**src/hw/map_unit_regs.vh**
```
// Purpose: Shared constants of the engine LED mapping unit.
// Assumes: Included by its bare name from every design file.
// Notes:   Instruction fields, row layout, readback offsets, states and timing.
`ifndef MAP_UNIT_REGS_VH
`define MAP_UNIT_REGS_VH

////////////////////////////////////////////////////////////////////////////////
// Sizes.
`define NUM_ENG 3
`define NUM_LED 9
`define ADDR_W 7
`define WORD_W 16
`define ROW_W 10
`define PWM_W 12
`define PWM_HOST_W 8
`define PWM_FRAC_W 4
`define ENG_IDX_W 2
`define LED_IDX_W 4

////////////////////////////////////////////////////////////////////////////////
// Instruction word fields.
`define GRP_HI 15
`define GRP_LO 10
`define GRP_CODE 6'h27
`define SUB_HI 9
`define SUB_LO 7
`define SUB_MAP_START 3'h0
`define SUB_LOAD_END 3'h1
`define SUB_SEL 3'h2
`define SUB_STEP 3'h3
`define SUB_LOAD_START 3'h4
`define SUB_LOAD_ADDR 3'h6
`define SUB_MAP_ADDR 3'h7
`define BIT_PREV 6
`define BIT_PTR_ONLY 0
`define ADDR_HI 6
`define ADDR_LO 0

////////////////////////////////////////////////////////////////////////////////
// Mapping row layout.
`define ROW_LED_HI 8
`define ROW_FADER 9
`define ROW_RESET 10'h000

////////////////////////////////////////////////////////////////////////////////
// Pointer operations.
`define PTR_NONE 3'h0
`define PTR_SET_START 3'h1
`define PTR_SET_END 3'h2
`define PTR_SET 3'h3
`define PTR_NEXT 3'h4
`define PTR_PREV 3'h5
`define PTR_RESET 7'h00

////////////////////////////////////////////////////////////////////////////////
// Host readback window, owner code for a free LED, sequencer states.
`define MAP_REG_BASE 8'h70
`define MAP_REG_LAST 8'h75
`define OWNER_NONE 2'h3
`define ST_IDLE 2'h0
`define ST_READ 2'h1
`define ST_LOAD 2'h2

////////////////////////////////////////////////////////////////////////////////
// Timing.
`define MCLK_HZ 250000000
`define ENGINE_HZ 32768
`define TICK_CNT_W 13
`define TICK_CNT_RESET 13'h0000

`endif

```
**src/hw/engine_tick_gen.v**
```verilog
// Purpose: Divides mclk down to the one-cycle engine clock enable.
// Assumes: DIV_COUNT is at least one and fits the counter.
// Notes:   The tick is high on the last cycle of every period.
`timescale 1ns/10ps
`include "map_unit_regs.vh"

module engine_tick_gen #(
    parameter DIV_COUNT = `MCLK_HZ / `ENGINE_HZ
) (
    // Clock and reset
    input wire mclk,
    input wire rst_b,
    // Enable pulse
    output wire tick
);

localparam integer LAST_INT = DIV_COUNT - 1;
localparam [`TICK_CNT_W-1:0] LAST = LAST_INT[`TICK_CNT_W-1:0];

reg [`TICK_CNT_W-1:0] count;

assign tick = (count == LAST);

always @(posedge mclk or negedge rst_b) begin
    if (!rst_b) begin
        count <= `TICK_CNT_RESET;
    end else if (tick) begin
        count <= `TICK_CNT_RESET;
    end else begin
        count <= count + 1'b1;
    end
end

endmodule

```
**src/hw/engine_row_pointer.v**
```verilog
// Purpose: Table start, end and row pointer of one engine.
// Assumes: Operations arrive as one-cycle enables from the decoder.
// Notes:   next_ptr shows the pointer as the pending operation will leave it.
`timescale 1ns/10ps
`include "map_unit_regs.vh"

module engine_row_pointer (
    // Clock and reset
    input wire mclk,
    input wire rst_b,
    // Operation
    input wire op_en,
    input wire [2:0] op,
    input wire [`ADDR_W-1:0] op_addr,
    // State
    output reg [`ADDR_W-1:0] row_ptr,
    output reg [`ADDR_W-1:0] next_ptr
);

reg [`ADDR_W-1:0] table_start;
reg [`ADDR_W-1:0] table_end;

always @* begin
    next_ptr = row_ptr;
    if (op_en) begin
        case (op)
            `PTR_SET_START: next_ptr = op_addr;
            `PTR_SET: next_ptr = op_addr;
            `PTR_NEXT: next_ptr = (row_ptr == table_end) ? table_start : row_ptr + 1'b1;
            `PTR_PREV: next_ptr = (row_ptr == table_start) ? table_end : row_ptr - 1'b1;
            default: next_ptr = row_ptr;
        endcase
    end
end

always @(posedge mclk or negedge rst_b) begin
    if (!rst_b) begin
        table_start <= `PTR_RESET;
        table_end <= `PTR_RESET;
        row_ptr <= `PTR_RESET;
    end else begin
        row_ptr <= next_ptr;
        if (op_en && op == `PTR_SET_START) begin
            table_start <= op_addr;
        end
        if (op_en && op == `PTR_SET_END) begin
            table_end <= op_addr;
        end
    end
end

endmodule

```
**src/hw/engine_led_mapping_unit.v**
```verilog
// Purpose: Decodes engine LED mapping instructions and routes engine PWM to nine drivers.
// Assumes: Table rows return from SRAM one cycle after sram_rd; engine index 3 is unused.
// Notes:   Instructions are taken only on the engine clock enable.
// Operation
// - Table start, end and row pointers are seven bits, lower half of SRAM.
// - Each engine row may connect any subset of the nine drivers.
// - Shared LED goes to engine 1, then engine 2, then engine 3.
// - Activating instructions load the selected row as the live connection.
// - Pointer-only instructions move or define the pointer, leaving connections unchanged.
// - Rows and fader bits are host readable at 70h-75h, engine written only.
// - An engine-owned LED takes engine PWM and ignores host PWM writes.
// - An LED no longer mapped returns to its host PWM register.
// - Mapping changes alone never update drivers; only an engine PWM update strobe or a host PWM write does.
// - A released LED keeps the engine's last value in its PWM register.
// - PWM is twelve bits; host sees and writes only the upper eight.
// - Row bits 0 to 8 connect drivers 0 to 8, one per bit.
// - Row bit 9 enables the executing engine's own master fader.
// - Mapping opcodes use bits 15:10, a sub-code in 9:7 and address 6:0.
// - A forward step at the table end wraps to the table start.
// - A backward step at the table start wraps to the table end.
// - Direct select 1 to 9 connects one driver; other values connect none.
`timescale 1ns/10ps
`include "map_unit_regs.vh"

module engine_led_mapping_unit #(
    parameter TICK_DIV = `MCLK_HZ / `ENGINE_HZ
) (
    // Clock and reset
    input wire mclk,
    input wire rst_b,
    // Engine timebase
    output wire engine_tick,
    // Instruction issue
    input wire instr_valid,
    input wire [`ENG_IDX_W-1:0] instr_engine,
    input wire [`WORD_W-1:0] instr_word,
    output wire instr_ready,
    // Mapping table fetch
    output wire sram_rd,
    output reg [`ADDR_W-1:0] sram_addr,
    input wire [`WORD_W-1:0] sram_rdata,
    // Engine PWM values
    input wire [`PWM_W-1:0] eng_pwm_1,
    input wire [`PWM_W-1:0] eng_pwm_2,
    input wire [`PWM_W-1:0] eng_pwm_3,
    input wire [`NUM_ENG-1:0] eng_pwm_upd,
    // Host PWM writes
    input wire host_pwm_wr,
    input wire [`LED_IDX_W-1:0] host_pwm_sel,
    input wire [`PWM_HOST_W-1:0] host_pwm_wdata,
    // Host mapping readback
    input wire [7:0] map_read_addr,
    output reg [7:0] map_read_data,
    // Driver side
    output wire [`NUM_LED*`PWM_W-1:0] driver_output_n,
    output wire [`NUM_LED*`PWM_HOST_W-1:0] pwm_reg,
    output wire [`NUM_LED-1:0] engine_owned,
    output wire [`NUM_ENG-1:0] fader_en,
    output wire [`NUM_ENG*`ADDR_W-1:0] row_ptr
);

////////////////////////////////////////////////////////////////////////////////
// Functions.

// Picks the highest-priority engine that claims an LED.
function [`ENG_IDX_W-1:0] led_owner;
    input [`NUM_ENG-1:0] claims;
    begin
        if (claims[0]) begin
            led_owner = 2'h0;
        end else if (claims[1]) begin
            led_owner = 2'h1;
        end else if (claims[2]) begin
            led_owner = 2'h2;
        end else begin
            led_owner = `OWNER_NONE;
        end
    end
endfunction

// Direct driver select: values 1 to 9 give one driver, anything else none.
function [`NUM_LED-1:0] sel_onehot;
    input [`ADDR_W-1:0] value;
    integer k;
    begin
        sel_onehot = {`NUM_LED{1'b0}};
        for (k = 0; k < `NUM_LED; k = k + 1) begin
            if (value == k + 1) begin
                sel_onehot[k] = 1'b1;
            end
        end
    end
endfunction

// Engine PWM value by engine index.
function [`PWM_W-1:0] pick_pwm;
    input [`ENG_IDX_W-1:0] idx;
    input [`PWM_W-1:0] p1;
    input [`PWM_W-1:0] p2;
    input [`PWM_W-1:0] p3;
    begin
        case (idx)
            2'h0: pick_pwm = p1;
            2'h1: pick_pwm = p2;
            default: pick_pwm = p3;
        endcase
    end
endfunction

////////////////////////////////////////////////////////////////////////////////
// Engine clock enable.

engine_tick_gen #(
    .DIV_COUNT(TICK_DIV)
) u_tick (
    .mclk(mclk),
    .rst_b(rst_b),
    .tick(engine_tick)
);

////////////////////////////////////////////////////////////////////////////////
// Instruction decode.

reg [1:0] state;
reg [`ENG_IDX_W-1:0] fetch_eng;
reg [`ROW_W-1:0] active_row [0:`NUM_ENG-1];
reg [2:0] next_ptr_op;
reg next_fetch;
reg next_sel;

wire accept = instr_valid && instr_ready;
wire eng_ok = (instr_engine != `OWNER_NONE);
wire grp_ok = (instr_word[`GRP_HI:`GRP_LO] == `GRP_CODE);
wire [2:0] sub = instr_word[`SUB_HI:`SUB_LO];
wire [`ADDR_W-1:0] op_addr = instr_word[`ADDR_HI:`ADDR_LO];
wire [`NUM_ENG*`ADDR_W-1:0] next_ptr_flat;
reg [`ADDR_W-1:0] fetch_ptr;

assign instr_ready = (state == `ST_IDLE) && engine_tick;
assign sram_rd = (state == `ST_READ);

always @* begin
    next_ptr_op = `PTR_NONE;
    next_fetch = 1'b0;
    next_sel = 1'b0;
    if (accept && grp_ok && eng_ok) begin
        case (sub)
            `SUB_LOAD_START: begin
                next_ptr_op = `PTR_SET_START;
            end
            `SUB_MAP_START: begin
                next_ptr_op = `PTR_SET_START;
                next_fetch = 1'b1;
            end
            `SUB_LOAD_END: begin
                next_ptr_op = `PTR_SET_END;
            end
            `SUB_LOAD_ADDR: begin
                next_ptr_op = `PTR_SET;
            end
            `SUB_MAP_ADDR: begin
                next_ptr_op = `PTR_SET;
                next_fetch = 1'b1;
            end
            `SUB_STEP: begin
                next_ptr_op = instr_word[`BIT_PREV] ? `PTR_PREV : `PTR_NEXT;
                next_fetch = !instr_word[`BIT_PTR_ONLY];
            end
            `SUB_SEL: begin
                next_sel = 1'b1;
            end
            default: begin
                next_ptr_op = `PTR_NONE;
            end
        endcase
    end
end

////////////////////////////////////////////////////////////////////////////////
// Per-engine table pointers.

genvar e;
generate
    for (e = 0; e < `NUM_ENG; e = e + 1) begin : g_eng
        localparam [`ENG_IDX_W-1:0] ENG_IDX = e;
        engine_row_pointer u_ptr (
            .mclk(mclk),
            .rst_b(rst_b),
            .op_en(next_ptr_op != `PTR_NONE && instr_engine == ENG_IDX),
            .op(next_ptr_op),
            .op_addr(op_addr),
            .row_ptr(row_ptr[e*`ADDR_W +: `ADDR_W]),
            .next_ptr(next_ptr_flat[e*`ADDR_W +: `ADDR_W])
        );
        assign fader_en[e] = active_row[e][`ROW_FADER];
    end
endgenerate

always @* begin
    case (instr_engine)
        2'h0: fetch_ptr = next_ptr_flat[0 +: `ADDR_W];
        2'h1: fetch_ptr = next_ptr_flat[`ADDR_W +: `ADDR_W];
        default: fetch_ptr = next_ptr_flat[2*`ADDR_W +: `ADDR_W];
    endcase
end

////////////////////////////////////////////////////////////////////////////////
// Row fetch and live mapping.

integer r;
always @(posedge mclk or negedge rst_b) begin
    if (!rst_b) begin
        state <= `ST_IDLE;
        fetch_eng <= 2'h0;
        sram_addr <= `PTR_RESET;
        for (r = 0; r < `NUM_ENG; r = r + 1) begin
            active_row[r] <= `ROW_RESET;
        end
    end else begin
        case (state)
            `ST_IDLE: begin
                if (next_fetch) begin
                    state <= `ST_READ;
                    fetch_eng <= instr_engine;
                    sram_addr <= fetch_ptr;
                end
                if (next_sel) begin
                    active_row[instr_engine] <= {1'b0, sel_onehot(op_addr)};
                end
            end
            `ST_READ: begin
                state <= `ST_LOAD;
            end
            `ST_LOAD: begin
                state <= `ST_IDLE;
                active_row[fetch_eng] <= sram_rdata[`ROW_W-1:0];
            end
            default: begin
                state <= `ST_IDLE;
            end
        endcase
    end
end

////////////////////////////////////////////////////////////////////////////////
// Per-LED ownership and PWM level.

genvar i;
generate
    for (i = 0; i < `NUM_LED; i = i + 1) begin : g_led
        localparam [`LED_IDX_W-1:0] LED_IDX = i;
        wire [`NUM_ENG-1:0] claims = {active_row[2][i], active_row[1][i], active_row[0][i]};
        wire [`ENG_IDX_W-1:0] owner = led_owner(claims);
        reg [`PWM_W-1:0] level;

        // Level doubles as the host PWM register, so a release keeps the last engine value.
        always @(posedge mclk or negedge rst_b) begin
            if (!rst_b) begin
                level <= {`PWM_W{1'b0}};
            end else if (owner != `OWNER_NONE) begin
                if (eng_pwm_upd[owner]) begin
                    level <= pick_pwm(owner, eng_pwm_1, eng_pwm_2, eng_pwm_3);
                end
            end else if (host_pwm_wr && host_pwm_sel == LED_IDX) begin
                level <= {host_pwm_wdata, {`PWM_FRAC_W{1'b0}}};
            end
        end

        assign engine_owned[i] = (owner != `OWNER_NONE);
        assign driver_output_n[i*`PWM_W +: `PWM_W] = level;
        assign pwm_reg[i*`PWM_HOST_W +: `PWM_HOST_W] = level[`PWM_W-1:`PWM_FRAC_W];
    end
endgenerate

////////////////////////////////////////////////////////////////////////////////
// Host readback of live rows; even offset high byte, odd offset low byte.

wire [7:0] rd_off = map_read_addr - `MAP_REG_BASE;
wire rd_hit = (map_read_addr >= `MAP_REG_BASE) && (map_read_addr <= `MAP_REG_LAST);
wire [`ROW_W-1:0] rd_row = active_row[rd_off[2:1]];

always @(posedge mclk or negedge rst_b) begin
    if (!rst_b) begin
        map_read_data <= 8'h00;
    end else if (!rd_hit) begin
        map_read_data <= 8'h00;
    end else if (rd_off[0]) begin
        map_read_data <= rd_row[7:0];
    end else begin
        map_read_data <= {6'h00, rd_row[`ROW_W-1:8]};
    end
end

endmodule

```
**config.mk**
```make
export PLATFORM = sky130hd
export DESIGN_NAME = engine_led_mapping_unit
export DESIGN_NICKNAME = d
export VERILOG_FILES = /design/src/hw/engine_tick_gen.v /design/src/hw/engine_row_pointer.v /design/src/hw/engine_led_mapping_unit.v
export VERILOG_INCLUDE_DIRS = /design/src /design/src/hw
export SDC_FILE = /design/constraint.sdc
export NUM_CORES = 1
export LEC_CHECK = 0
export ABC_AREA = 1
export BUFFER_PORTS_ARGS = -buffer_cell sky130_fd_sc_hd__buf_2
export CORE_ASPECT_RATIO = 1.4
export CORE_MARGIN = 4
export CORE_UTILIZATION = 56
export DETAILED_ROUTE_END_ITERATION = 12
export PLACE_DENSITY_LB_ADDON = 0.05
export SKIP_CTS_REPAIR_TIMING = 1
export SYNTH_ARGS = -nofsm -noshare
export SYNTH_HDL_FRONTEND = slang
export SYNTH_SLANG_ARGS = --single-unit
```
**constraint.sdc**
```tcl
create_clock -name mclk -period 2.58 [get_ports mclk]
set_clock_uncertainty 0.2 [all_clocks]
set_input_delay 0.387 -clock mclk [delete_from_list [all_inputs] [get_ports mclk]]
set_output_delay 0.387 -clock mclk [all_outputs]
set_load 0.03 [all_outputs]
```
# [After elaboration in Yosys (flattened, before gate mapping)]
# Cells that the tools add are included.
[classes] n_addsub=8 multipliers=0 div_mod_pow=0 n_lt_le_gt_ge=16 n_eq_ne=70 shift=0 muxes=144 bitwise_logic=3 n_reduce_logical=65
[ops] operator="$mux W12" n=27
[ops] operator="$pmux W12 S2" n=9
[ops] operator="$mux W7" n=9
[ops] operator="$pmux W7 S3" n=3
[ops] operator="$bwmux W30" n=2
[ops] operator="$pmux W30 S2" n=1
[ops] operator="$mux W1" n=49
[ops] operator="$eq A7 B7 Y1" n=6
[ops] operator="$demux W10 S2" n=2
[ops] operator="$mux W10" n=4
[ops] operator="$mux W2" n=19
[ops] operator="$mux W30" n=1
[ops] operator="$eq A7 B3 Y1 const B" n=4
[ops] operator="$lt A2 B3 Y1 const B" n=9
[ops] operator="$logic_and A1 B1 Y1" n=25
[ops] operator="$ne A2 B2 Y1 const B" n=12
[ops] operator="$eq A2 B1 Y1 const B" n=11
[ops] operator="$logic_not A2 Y1" n=11
[ops] operator="$reduce_and A2 Y1" n=11
[ops] operator="$add A7 B1 Y7 const B" n=3
[ops] operator="$sub A7 B1 Y7 const B" n=3
[ops] operator="$bmux W10 S2" n=1
[ops] operator="$reduce_bool A2 Y1" n=10
[ops] operator="$bmux W1 S2" n=9
[ops] operator="other kinds (33)" n=65
[word_totals] ff_bits=233 latchBits=0 mem_bits_rw=0 rom_bits=0 in_bits=97 out_inout_bits=231 elab_cells=332 n_memories=0

# [Depth between registers and ports, before layout]
[depth] word_depth=11 ltp_mapped=16 mapped_depth_nobuf=15

# [Cells and area by module]
# A second synthesis with hierarchy kept.
[unflattened] cells_unflattened=2561 hier_area_um2=17148.9
[modules_own_cells] mod="engine_led_mapping_unit" n_inst=1 cells_each=1738 area_per_inst_um2=11355.9
[modules_own_cells] mod="engine_row_pointer" n_inst=3 cells_each=239 area_per_inst_um2=1679.1
[modules_own_cells] mod="engine_tick_gen" n_inst=1 cells_each=106 area_per_inst_um2=755.7

# [Least setup slack after synthesis]
# OpenSTA, ideal clock, no wires.
[synth_path] kind="register to register" startpoint="register g_eng[0].u_ptr.row_ptr[2]" endpoint="register sram_addr[0]" setup_ns=0.115 arrival_ns=1.930 setup_slack_ns=0.335 stages_incl_launch_ff=14 n_path_buf=1 period_less_slack_ns=2.245 cell_sequence="dfrtp_1 buf_2 xnor2_1 nand2_1 nor2_1 nand2_1 nand2_1 nand2_1 nand3_1 nand3_1 nand3_1 nand2_1 nor2_1 nor2_1"
[synth_between] elab_chain_cells=5 elab_cells_between_ends=7
[synth_lines] item="start, declared" line="engine_row_pointer.v:16" rtl="output reg [`ADDR_W-1:0] row_ptr,"
[synth_lines] item="start signal, assigned" line="engine_row_pointer.v:40" rtl="row_ptr <= `PTR_RESET;"
[synth_lines] item="start signal, assigned" line="engine_row_pointer.v:42" rtl="row_ptr <= next_ptr;"
[synth_lines] item="$eq A7 B7 Y1, on equally long branches" line="engine_row_pointer.v:30, engine_row_pointer.v:29"
[synth_lines] item="$mux W7, on equally long branches" line="engine_row_pointer.v:30, engine_row_pointer.v:29"
[synth_lines] item="$pmux W7 S3 *" line="engine_row_pointer.v:26" rtl="case (op)"
[synth_lines] item="$mux W7 *" line="engine_row_pointer.v:25" rtl="if (op_en) begin"
[synth_lines] item="$pmux W7 S2 *" line="engine_led_mapping_unit.v:200" rtl="case (instr_engine)"
[synth_lines] item="end signal, assigned" line="engine_led_mapping_unit.v:215" rtl="sram_addr <= `PTR_RESET;"
[synth_lines] item="end signal, assigned" line="engine_led_mapping_unit.v:225" rtl="sram_addr <= fetch_ptr;"
[synth_lines] item="end, declared" line="engine_led_mapping_unit.v:40" rtl="output reg [`ADDR_W-1:0] sram_addr,"
# Every way passes the cells marked *; elsewhere a longest branch is shown, timed or not.
# A chain may end at the register's enable or synchronous reset.

# [Final worst setup path]
[layout_path] startpoint="register active_row[20] (netlist bit)" endpoint="output engine_owned[0]"
[layout_between] elab_chain_cells=2
[layout_lines] item="start, declared" line="engine_led_mapping_unit.v:126" rtl="reg [`ROW_W-1:0] active_row [0:`NUM_ENG-1];"
[layout_lines] item="start signal, assigned by index" line="engine_led_mapping_unit.v:217" rtl="active_row[r] <= `ROW_RESET;"
[layout_lines] item="start signal, assigned by index" line="engine_led_mapping_unit.v:228" rtl="active_row[instr_engine] <= {1'b0, sel_onehot(op_addr)};"
[layout_lines] item="start signal, assigned by index" line="engine_led_mapping_unit.v:236" rtl="active_row[fetch_eng] <= sram_rdata[`ROW_W-1:0];"
[layout_lines] item="$mux W2" line="engine_led_mapping_unit.v:69" rtl="if (claims[0]) begin"
[layout_lines] item="$ne A2 B2 Y1 (no line)"
[layout_lines] item="end, declared" line="engine_led_mapping_unit.v:57" rtl="output wire [`NUM_LED-1:0] engine_owned,"
# No other way between the ends.

==> impl_metrics.tcl <==
set metrics [dict create \
    status "finished, violations left" \
    violations "negative hold slack" \
    cts_buffers 25 \
    syn_nets 2270 \
    syn-cell-area_sq_um 15400 \
    drt_first_pass_iters 7 \
    cts_max_level 1 \
    tritoncts "yes" \
    clock_latency_ns 0.54 \
    cp_max_fo 13 \
    criticalPathCategory "flop to primary output" \
    dp_cells 2755 \
    coreArea_sq_um 27000 \
    cp_data_required_time_ns 1.99 \
    hp-class "input pin to flop" \
    worst_pin_slew_ns 0.684 \
    yosys_warnings 0 \
    synth_xor_area_frac 0.0296 \
    grt_start_max_net_pins 68 \
    synth_area_leaders "dfrtp_1 38%, nand2_1 10%, nor2_1 7.4%" \
    muxShareOfSynthArea 0 \
    cts-root-buf "clkbuf_16" \
    num-fill-cells 2498 \
    overflow 0 \
    synth_commonest_cells "409 x nand2_1, 302 x nor2_1, 233 x dfrtp_1" \
    synth_fa_ha_area_frac 0.00650 \
    finalHoldViolations 2 \
    viasPerCell 5.98 \
    clkSinkCount 233 \
    ys_seq_elements 233 \
    initial_core_util 0.570 \
    final_cells 2806 \
    peakVddDrop_v 0.000541 \
    power_leakage_nw 8.36 \
    setup_tns_ns 0 \
    hpwl_mm 43.2 \
    path_delay_family "buffers and inverters" \
    antenna_found_initial 2 \
    vias 16800 \
    yosysMostFrequentCell "nand2_1" \
    r2r_cells 13 \
    final.min_clock_period_ns 2.53 \
    hold-worst-slack_ns -0.00557 \
    synth_edf_count 0 \
    synth-simple-area-share 0.274 \
    die_w_um 148 \
    ys_types 47 \
    fin_crit_sh 0.981 \
    die-area_sq_um 30200 \
    rsz0062_at_grt "true" \
    drive_gt1_frac 0.222 \
    slowest_stage "dfrtp_1" \
    io_pins 328 \
    multi_input_area_sq_um 7770 \
    start_kind "flop" \
    synth_compound_gate_area_share 0.191 \
    grt_pass1_vias 15800 \
    cp.arrival_ns 1.94 \
    whs_path_depth 3 \
    path_cells "nor2_2 > inv_2 > nor2_2 > buf_4 > clkinvlp_4 > buf_2" \
    worstSetupEndpointType "primary output" \
    cpMostUsedCell "nor2_2" \
    synth_top_area_share 0.379 \
    synth_area_leader_cell "dfrtp_1" \
    drc_errors 0 \
    std_cell_rows 71 \
    max_slew_margin 0.532 \
    worst-path-stages 6 \
    ff_latch_area_sq_um 5840 \
    report.final.slew_viol_count 0 \
    critPathMaxStageDelay_ns 0.42 \
    path_buf_inv 4 \
    track_usage 0.375 \
    seq_area_frac_synth 0.379 \
    syn2layout_area_growth_pct 17.4 \
    synth_top_family_by_area "simple AND/OR/NAND/NOR gates" \
    ant_nets 0 \
    setup_viol 0 \
    dieHeight_um 204 \
    cap_viol_max_count 0 \
    totalWireLength_mm 58.3 \
    cts_buffer_depth 3 \
    final_net_count 2531 \
    port_buffers 321 \
    power_density_nw_per_um2 506 \
    yosys_most_used_dff "dfrtp_1" \
    wl_per_cell_um 20.8 \
    place_congestion 0.981 \
    async_reset_ff_frac 1.00 \
    drt_iter0_drc 1570 \
    syn_avg_cell_area_sq_um 7.11 \
    clkTransAtPathRegs_ns 0.06 \
    synth_cells 2165 \
    grt_pass1_wl_mm 88.7 \
    fmax_mhz 395 \
]
-- layout by cell type (no fill, tap or decap), drive strengths merged, types with 4 or more instances in the layout --
master,n
a31oi,44
ha,8
inv,184
nand4,20
o211ai,9
o21ai,210
clkbuf,33
nand2,417
nor3,13
nor4,4
or2,10
nand3,169
buf,421
o221ai,47
xnor2,20
clkinv,30
a22oi,6
xor2,32
dfrtp,233
clkinvlp,4
o22ai,111
and2,20
a21oi,57
a211oi,6
nor2,319
-- sequential cells by signal, summed over array words and instances, names as in the netlist --
| register | flops |
|---|---|
| active_row | 27 |
| g_led.level | 108 |
| sram_addr | 7 |
| g_eng.u_ptr.table_end | 21 |
| g_eng.u_ptr.row_ptr | 21 |
| fetch_eng | 2 |
| state | 2 |
| map_read_data | 8 |
| g_eng.u_ptr.table_start | 21 |
| u_tick.count | 13 |
| fader_en | 3 |
-- path summary, 6_finish.rpt --
| path | startpoint | endpoint | slack (ns) |
|---|---|---|---|
| worst max-delay path | active_row[20] | engine_owned[0] | 0.05 |
| worst min-delay path | sram_rdata[9] | fader_en[1] | -0.006 |
| worst max register to register | u_tick.count[1] | sram_addr[4] | 0.07 |
| worst min register to register | state[1] | state[1] | 0.27 |
| max in group asynchronous | rst_b | g_eng[1].u_ptr.row_ptr[1] | 1.24 |
| min in group asynchronous | rst_b | g_led[1].level[0] | 0.17 |
-- logic make-up (layout without fill, tap and decap cells) --
logic type	after synthesis	in the layout
adders and majority gates	8	8
and+or+nand+nor	975	975
AOI/OAI and AO/OA	498	498
xor gates and xnor gates	52	52
buffers and inverters	399	674
DFF	233	233
other	0	1
-- final cells by class --
cell class | instances | area share
tap | 365 | 0.0253
sequential | 233 | 0.323
clock inverter | 8 | 0.00395
clock buffer | 33 | 0.0379
inverter | 211 | 0.0446
antenna | 1 | 0.000138
multi-input combinational | 1533 | 0.430
timing repair buffer | 422 | 0.135
-- per-layer routing --
layer,up-vias,routed length (um),share of wire,track usage
met1,7653,20000,0.34,0.424
li1,7722,-,-,-
met4,2,5200,0.089,0.261
met3,332,5530,0.095,0.0730
met2,1058,27500,0.47,0.637
met5,-,13,0.00022,0
-- metrics by stage --
stage / hold slack, ns / power, W / worst slack, ns / cell area (sq um) / utilization
final: -0.00557 / 0.00915 / 0.0491 / 18100 / 0.669
after detailed placement: 0.182 / 0.00572 / 0.125 / 17200 / 0.635
after floorplan: -0.109 / 0.00513 / 0.335 / 15400 / -
after global routing: 0.000601 / 0.00944 / -0.0746 / 18100 / 0.669
after CTS: -0.394 / 0.00915 / -0.155 / 17900 / 0.663
after global placement: 0.185 / 0.00569 / 0.143 / 17200 / 0.635
-- power breakdown --
group / leakage [nW] / switching, W / internal, W
Combinational: 5.24 / 0.00128 / 0.000442
Clock: 0.374 / 0.00150 / 0.00195
Sequential: 2.75 / 0.000146 / 0.00382
Total: 8.36 / 0.00293 / 0.00622
-- tightest hold or removal path, stage by stage --
cell and delay [ns]:
buf_2 0.08, inv_1 0.07, o21ai_0 0.16
Note: power is estimated with default switching activity, not from simulation.
